## config.mk

```make
export PLATFORM = sky130hd
export DESIGN_NAME = seg_offset
export DESIGN_NICKNAME = d
export VERILOG_FILES = /design/src/core/seg_offset_pkg.sv /design/src/core/seg_offset.sv
export SDC_FILE = /design/constraint.sdc
export NUM_CORES = 2
export LEC_CHECK = 0
export BUFFER_PORTS_ARGS = -buffer_cell sky130_fd_sc_hd__buf_2
export CAP_MARGIN = 25
export CORE_MARGIN = 2
export CORE_UTILIZATION = 45
export CTS_CLUSTER_SIZE = 20
export DETAILED_ROUTE_END_ITERATION = 7
export GPL_ROUTABILITY_DRIVEN = 0
export HOLD_SLACK_MARGIN = 0.1
export PLACE_DENSITY = 0.66
export REMOVE_ABC_BUFFERS = 1
export SKIP_LAST_GASP = 1
export SLEW_MARGIN = 0
export SYNTH_ARGS = -nofsm -noshare
export SYNTH_HDL_FRONTEND = slang
export SYNTH_SLANG_ARGS = --single-unit
export TNS_END_PERCENT = 10
```

## constraint.sdc

```tcl
create_clock -name ref_clk -period 5 [get_ports ref_clk]
set_input_delay 0.5 -clock ref_clk [delete_from_list [all_inputs] [get_ports ref_clk]]
set_output_delay 0.5 -clock ref_clk [all_outputs]
set_load 0.005 [all_outputs]
```

## src/core/seg_offset_pkg.sv

```systemverilog
// Overview of operation
// - Offset space starts at zero origin
// - Continuous offsets use blocks with initial offset
// - Subblocks only when receiver allows random offsets
// - Parameter field holds first byte displacement
// - No offsets: concatenate payloads by sequence count
// - Sequence count wraps FFFF to zero
// - Login declares per-category support and mode
// - Sender segments per declared receiver requirements
// - Several blocks per sequence, own offset space
// - Unsupported category: bit clear, contiguous block
// - Continuous mode: bit set, first frame initial
// - Next offset adds previous payload length
// - Random mode: offset-present bit set
// - Subblock first frame initial, then accumulate
// - Unsupported but bit set: reject unsupported
// - Continuous only, random seen: reject bounds
`default_nettype none
package seg_offset_pkg;
    // ----------------------------------------
    // Sizes and register map
    // ----------------------------------------
    localparam int NCAT = 4;
    localparam int CAT_W = 2;
    localparam logic [7:0] CFG_OFS = 8'h00;
    localparam logic [7:0] STAT_OFS = 8'h04;
    localparam logic [7:0] TXCNT_OFS = 8'h08;
    localparam logic [7:0] REJCNT_OFS = 8'h0c;
    localparam int CFG_SUP_LSB = 0;
    localparam int CFG_RAND_BIT = 8;
    localparam int STAT_SEQ_LSB = 0;
    localparam int STAT_ACT_BIT = 16;
    localparam int STAT_RAND_BIT = 17;
    localparam logic [NCAT-1:0] CFG_SUP_RST = 4'h0;
    localparam logic CFG_RAND_RST = 1'b0;
    localparam logic [31:0] OFS_ORIGIN = 32'h0000_0000;
    localparam logic [15:0] SEQ_WRAP_LAST = 16'hffff;
    localparam logic [15:0] SEQ_STEP = 16'h0001;

    // ----------------------------------------
    // Types
    // ----------------------------------------
    typedef enum logic [1:0] {
        RJ_NONE = 2'b00,
        RJ_RO_UNSUP = 2'b01,
        RJ_RO_BOUNDS = 2'b10,
        RJ_SEQ_GAP = 2'b11
    } rej_reason_e;

    typedef enum logic {
        SQ_IDLE = 1'b0,
        SQ_ACTIVE = 1'b1
    } seq_state_e;

    typedef struct packed {
        logic [NCAT-1:0] sup;
        logic rnd;
        logic [NCAT-1:0][31:0] acc;
        logic tx_valid;
        logic tx_ro_present;
        logic [CAT_W-1:0] tx_cat;
        logic [31:0] tx_param;
        logic [15:0] tx_len;
        logic seg_err;
        seq_state_e sq;
        logic [15:0] exp_seq;
        logic [NCAT-1:0][31:0] exp_ro;
        logic [NCAT-1:0] exp_ok;
        logic [NCAT-1:0][31:0] cat_pos;
        logic rx_accept;
        logic rx_rej;
        rej_reason_e rx_reason;
        logic rx_use_ro;
        logic [CAT_W-1:0] rx_out_cat;
        logic [31:0] rx_place;
        logic [15:0] rx_out_len;
        logic [15:0] tx_cnt;
        logic [15:0] rej_cnt;
        logic pready;
        logic pslverr;
        logic [31:0] prdata;
    } st_s;
endpackage
`default_nettype wire

```

## src/core/seg_offset.sv

```systemverilog
// Implementation choices: the APB slave port and the address map.
`timescale 1ns/10ps
`default_nettype none
module seg_offset
    import seg_offset_pkg::*;
(
    // Clock, reset, enable
    input wire logic ref_clk,
    input wire logic rstn,
    input wire logic ce,
    // APB slave
    input wire logic [7:0] paddr,
    input wire logic psel,
    input wire logic penable,
    input wire logic pwrite,
    input wire logic [31:0] pwdata,
    output logic [31:0] prdata,
    output logic pready,
    output logic pslverr,
    // Upper level: block or subblock start
    input wire logic seg_start,
    input wire logic seg_sub,
    input wire logic [CAT_W-1:0] seg_cat,
    input wire logic [31:0] seg_iro,
    // Upper level: one payload to frame
    input wire logic frm_req,
    input wire logic [CAT_W-1:0] frm_cat,
    input wire logic [15:0] frm_len,
    // Outgoing frame header fields
    output logic tx_valid,
    output logic tx_ro_present,
    output logic [CAT_W-1:0] tx_cat,
    output logic [31:0] tx_param,
    output logic [15:0] tx_len,
    output logic seg_err,
    // Incoming frame header fields
    input wire logic rx_frame,
    input wire logic rx_first,
    input wire logic rx_last,
    input wire logic [CAT_W-1:0] rx_cat,
    input wire logic rx_ro_present,
    input wire logic [31:0] rx_param,
    input wire logic [15:0] rx_seq,
    input wire logic [15:0] rx_len,
    // Reassembly result
    output logic rx_accept,
    output logic rx_rej,
    output logic [1:0] rx_reason,
    output logic rx_use_ro,
    output logic [CAT_W-1:0] rx_out_cat,
    output logic [31:0] rx_place,
    output logic [15:0] rx_out_len
);

    // ----------------------------------------
    // Decode helpers
    // ----------------------------------------
    function automatic logic reg_hit(input logic [7:0] addr, input logic [7:0] ofs);
        reg_hit = (addr == ofs);
    endfunction

    function automatic logic reg_mapped(input logic [7:0] addr);
        reg_mapped = reg_hit(addr, CFG_OFS) || reg_hit(addr, STAT_OFS) ||
                     reg_hit(addr, TXCNT_OFS) || reg_hit(addr, REJCNT_OFS);
    endfunction

    // ----------------------------------------
    // State
    // ----------------------------------------
    st_s s;
    st_s n;
    logic rx_start;
    logic [31:0] rx_exp_ro;
    logic rx_exp_ok;
    logic [31:0] pos_now;

    always_comb begin
        n = s;
        rx_start = 1'b0;
        rx_exp_ro = OFS_ORIGIN;
        rx_exp_ok = 1'b0;
        pos_now = OFS_ORIGIN;
        if (ce) begin
            n.tx_valid = 1'b0;
            n.seg_err = 1'b0;
            n.rx_accept = 1'b0;
            n.rx_rej = 1'b0;
            n.pready = 1'b0;
            n.pslverr = 1'b0;

            // ----------------------------------------
            // Register access, one wait state
            // ----------------------------------------
            if (psel && penable && !s.pready) begin
                n.pready = 1'b1;
                n.pslverr = !reg_mapped(paddr);
                n.prdata = 32'h0000_0000;
                if (pwrite) begin
                    if (reg_hit(paddr, CFG_OFS)) begin
                        // Login outcome from the remote recipient
                        n.sup = pwdata[CFG_SUP_LSB +: NCAT];
                        n.rnd = pwdata[CFG_RAND_BIT];
                    end
                end else begin
                    if (reg_hit(paddr, CFG_OFS)) begin
                        n.prdata[CFG_SUP_LSB +: NCAT] = s.sup;
                        n.prdata[CFG_RAND_BIT] = s.rnd;
                    end else if (reg_hit(paddr, STAT_OFS)) begin
                        n.prdata[STAT_SEQ_LSB +: 16] = s.exp_seq;
                        n.prdata[STAT_ACT_BIT] = (s.sq == SQ_ACTIVE);
                        n.prdata[STAT_RAND_BIT] = s.rnd;
                    end else if (reg_hit(paddr, TXCNT_OFS)) begin
                        n.prdata[15:0] = s.tx_cnt;
                    end else if (reg_hit(paddr, REJCNT_OFS)) begin
                        n.prdata[15:0] = s.rej_cnt;
                    end
                end
            end

            // ----------------------------------------
            // Segmentation
            // ----------------------------------------
            if (seg_start) begin
                if (seg_sub && !(s.sup[seg_cat] && s.rnd)) begin
                    // Subblock refused, accumulator untouched
                    n.seg_err = 1'b1;
                end else begin
                    n.acc[seg_cat] = seg_iro;
                end
            end
            if (frm_req) begin
                n.tx_valid = 1'b1;
                n.tx_cat = frm_cat;
                n.tx_len = frm_len;
                // Bit follows what the recipient declared
                n.tx_ro_present = s.sup[frm_cat];
                n.tx_param = s.sup[frm_cat] ? n.acc[frm_cat] : OFS_ORIGIN;
                // Unsupported categories still advance, keeping the block contiguous
                n.acc[frm_cat] = n.acc[frm_cat] + {16'h0000, frm_len};
                n.tx_cnt = s.tx_cnt + SEQ_STEP;
            end

            // ----------------------------------------
            // Reassembly checks
            // ----------------------------------------
            if (rx_frame) begin
                // Idle link starts a sequence even when the first frame was lost
                case (s.sq)
                    SQ_IDLE: rx_start = 1'b1;
                    SQ_ACTIVE: rx_start = rx_first;
                    default: rx_start = 1'b1;
                endcase
                if (rx_start) begin
                    n.exp_ok = '0;
                    n.exp_seq = rx_seq;
                    n.sq = SQ_ACTIVE;
                    for (int c = 0; c < NCAT; c++) begin
                        n.cat_pos[c] = OFS_ORIGIN;
                    end
                end
                rx_exp_ro = n.exp_ro[rx_cat];
                rx_exp_ok = n.exp_ok[rx_cat];
                pos_now = n.cat_pos[rx_cat];
                n.rx_out_cat = rx_cat;
                n.rx_out_len = rx_len;
                n.rx_use_ro = rx_ro_present;
                if (!s.sup[rx_cat] && rx_ro_present) begin
                    n.rx_rej = 1'b1;
                    n.rx_reason = RJ_RO_UNSUP;
                end else if (rx_ro_present && !s.rnd && rx_exp_ok && rx_param != rx_exp_ro) begin
                    // A jump within a continuous category counts as random
                    n.rx_rej = 1'b1;
                    n.rx_reason = RJ_RO_BOUNDS;
                end else if (!rx_ro_present && rx_seq != n.exp_seq) begin
                    n.rx_rej = 1'b1;
                    n.rx_reason = RJ_SEQ_GAP;
                end else begin
                    n.rx_accept = 1'b1;
                    n.rx_reason = RJ_NONE;
                    n.rx_place = rx_ro_present ? rx_param : pos_now;
                    n.cat_pos[rx_cat] = pos_now + {16'h0000, rx_len};
                    n.exp_ro[rx_cat] = rx_param + {16'h0000, rx_len};
                    n.exp_ok[rx_cat] = rx_ro_present;
                    // Sixteen-bit add wraps to zero after the top count
                    n.exp_seq = rx_seq + SEQ_STEP;
                end
                if (n.rx_rej) begin
                    n.rej_cnt = s.rej_cnt + SEQ_STEP;
                end
                if (rx_last) begin
                    n.sq = SQ_IDLE;
                end
            end
        end
    end

    always_ff @(posedge ref_clk) begin
        if (!rstn) begin
            s <= '0;
            s.sup <= CFG_SUP_RST;
            s.rnd <= CFG_RAND_RST;
        end else begin
            s <= n;
        end
    end

    // ----------------------------------------
    // Outputs
    // ----------------------------------------
    assign prdata = s.prdata;
    assign pready = s.pready;
    assign pslverr = s.pslverr;
    assign tx_valid = s.tx_valid;
    assign tx_ro_present = s.tx_ro_present;
    assign tx_cat = s.tx_cat;
    assign tx_param = s.tx_param;
    assign tx_len = s.tx_len;
    assign seg_err = s.seg_err;
    assign rx_accept = s.rx_accept;
    assign rx_rej = s.rx_rej;
    assign rx_reason = s.rx_reason;
    assign rx_use_ro = s.rx_use_ro;
    assign rx_out_cat = s.rx_out_cat;
    assign rx_place = s.rx_place;
    assign rx_out_len = s.rx_out_len;
endmodule // seg_offset
`default_nettype wire

```

==> run summary <==
Root Buffer - clkbuf_16
DRC viols - 0
final global-route overflow total - 0
Post-CTS Setup Inserts - 0
core outline area - 68830 um2
syn_area_per_cell - 8.325 um2
ys async rst share - 0
commonest non-fill, non-tap cell in the layout - dfxtp_1
CP startpoint kind - register
fraction of layout cells with a size suffix above 1 - 0.1641
crit path to - s[537]$_SDFFE_PN0P_
Crit path largest cell delay - 0.48 ns
kind of critical path - reg -> reg
vias post-DR - 27980
Yosys reg bits - 570
EDFF count, synth - 0
worst setup path startpoint - s[579]$_SDFFE_PN0P_
Cell Area, Synth - 31440 um2
I/O pins - 313
Post-layout nets - 4054
critical path cell sequence - a21boi_0 > buf_4 > nor2_4 > mux2i_1 > mux4_2 > inv_1 > ha_1 > inv_1 > fa_1 > nor2b_1 > o31ai_1 > a21oi_1 > o21ai_0 > a311oi_1 > buf_4 > nor2_1 > nor4_1 > xor2_1 > a21oi_1
worst hold path type - in -> reg
Critical Path RT - 5.47 ns
first-pass GRT wire length - 148.7 mm
Unique masters post-synth - 86
sequential fraction of the synthesis area - 0.3629
Least-Margin Pin Slew - 1.085 ns
CP endpoint kind - register
crit path buf inv count - 4
final hold vios - 0
Post-Layout Cell Count - 4816
critical path's top delay family - compound AO/OA/AOI/OAI gates
CP max FO - 10
min-delay src - frm_len[6]
largest net degree at the start of global routing - 146
R2R depth - 19
Inst Count DP - 4684
critical path data arrival time - 5.12 ns
Fill cells - 6499
R2R setup slack - 0.34 ns
Post-DP HPWL - 63.33 mm
H-tree depth - 3
Max Slew Vio Count - 0
1st-pass router iterations - 7
CTS tree - done
Yosys Warn Count - 0
status - finished, final reports clean
CTS clk-pin slew, worst paths - 0.06 ns
leakage power - 13.41 nW
Synth Instances - 3777
commonest non-fill, non-tap cells in the layout - 569 x dfxtp_1, 455 x nor2_1, 398 x nand2_1, 281 x a21oi_1, 267 x buf_2
wire length per cell - 20.07 um
vias per inst - 5.810
setup violators final - 0
Die Ht - 268.3 um
Setup Skew - 0.04008 ns
Routed WL - 96.67 mm
unrepaired setup endpoints after global routing - no
ANT nets after route - 0
highest-delay cell along the critical path - mux4_2
initial antenna violation count - 4
Max-Cap Viols - 0
clock sinks - 570
port bufs - 271
crit share post-route - 0.9318
total track usage - 0.2609
number of core rows - 96
Die W - 268.3 um
FF-to-FF Start - s[579]$_SDFFE_PN0P_
worst hold slack - 0.1387 ns
Synth-to-Final Area Change - 12.42%
Max Fclk - 0.2146 GHz
starting density of the core - 0.4568
initial detailed-routing violation count - 2644
Total Die Area - 72000 um2
power density over the cells - 320.0 nW/um2
WP depth - 19
vias in the first global route - 26030
Peak VDD IR - 0.2684 mV
Clock Path Buffers - 3
worst rel slew slack - 0.2722
TritonCTS buffer count - 66
fin crit period - 4.659 ns
clock latency on the worst-skew pair - 0.64 ns
reg2reg end - s[537]$_SDFFE_PN0P_
ys flop type - dfxtp_1
Yosys cell counts (all sizes together), types with 6 or more instances:
master / n / area [um2]
nor3: 80 / 416.7
o21bai: 10 / 75.07
xor2: 53 / 471.7
dfxtp: 570 / 11410
buf: 208 / 1434
and2: 104 / 650.6
a21boi: 13 / 97.59
o221ai: 50 / 437.9
nor4: 14 / 100.1
inv: 56 / 210.2
a22oi: 29 / 217.7
a32oi: 12 / 105.1
o21a: 32 / 240.2
clkbuf: 210 / 788.3
mux4: 91 / 2111
mux2i: 126 / 1261
a211oi: 108 / 810.8
nand2: 401 / 1508
a21o: 18 / 135.1
or3: 16 / 105.1
and3: 43 / 269.0
ha: 51 / 638.1
a31oi: 42 / 262.8
nand3: 177 / 890.9
o21ai: 195 / 975.9
nand4: 27 / 168.9
a21oi: 282 / 1415
mux2: 17 / 191.4
nor3b: 8 / 60.06
nand2b: 40 / 250.2
nor2b: 14 / 87.58
o2111ai: 6 / 52.55
or2: 16 / 100.1
a221oi: 10 / 87.58
nor2: 465 / 1773
o211ai: 20 / 150.1
xnor2: 97 / 849.6
area by class of cell:
class                      count  area (um2)  area share
antenna                        4       10.01   0.0002832
clock buffer                  98        1962     0.05550
clock inverter                22       386.6     0.01094
inverter                      57       221.5    0.006265
multi-input combinational   2745       17710      0.5011
sequential                   570       11410      0.3229
tap                          931        1165     0.03296
timing repair buffer         389        2477     0.07009
kinds of logic after synthesis:
group,after synthesis,synth area share
and+or+nand+nor,1423,0.2084
AOI/OAI and AO/OA,870,0.1736
DFF,570,0.3629
buffers and inverters,475,0.07748
muxes,234,0.1133
xor gates and xnor gates,150,0.04202
adders and majority gates,54,0.02220
other,1,0.0001193
where the power goes:
| group | switching (mW) | internal (mW) |
|---|---|---|
| registers | 0.0661 | 4.66 |
| logic | 0.922 | 0.522 |
| clock network | 2.11 | 3.03 |
tightest hold or removal path, delay by kind of cell:
| kind | cells | cell delay (ns) |
|---|---|---|
| compound gates | 1 | 0.05 |
| simple gates | 1 | 0.05 |
| buf+inv | 1 | 0.12 |
per-stage QoR:
step	setup WS, ns	power, mW	utilization	setup TNS, ns	cell area (um2)
floorplan	-0.7548	5.644	-	-24.23	29270
global placement	0.1219	6.224	0.4779	0	32890
detailed placement	0.09265	6.237	0.4780	0	32900
CTS	0.3175	11.37	0.5132	0	35320
global route	0.0004583	11.72	0.5135	0	35340
finish	0.3410	11.31	0.5136	0	35350
layer usage:
layer / wire [um] / global-route usage
met5: 18 / 0
met4: 2887 / 0.08799
met3: 7557 / 0.04673
met2: 43460 / 0.4090
met1: 42740 / 0.3620
repair_timing:
item,4_1_cts,5_1_grt
endpoints found under the hold margin,7,0
setup endpoints to repair,0,10
hold buffers,7,0
gates resized for setup,0,1
worst min path at each step:
stage / to / slack, ns / cells after the start
finish: tx_len[6]$_SDFFE_PN0P_ / 0.14 / 3
detailed placement: prdata[8]$_SDFFE_PN0P_ / 0.44 / 2
global placement: rx_reason[1]$_SDFFE_PN0P_ / 0.44 / 2
global route: tx_len[11]$_SDFFE_PN0P_ / 0.12 / 3
CTS: tx_len[6]$_SDFFE_PN0P_ / 0.10 / 3
floorplan: register / 0.43 / 2
Power figures use the tool's default switching activity.
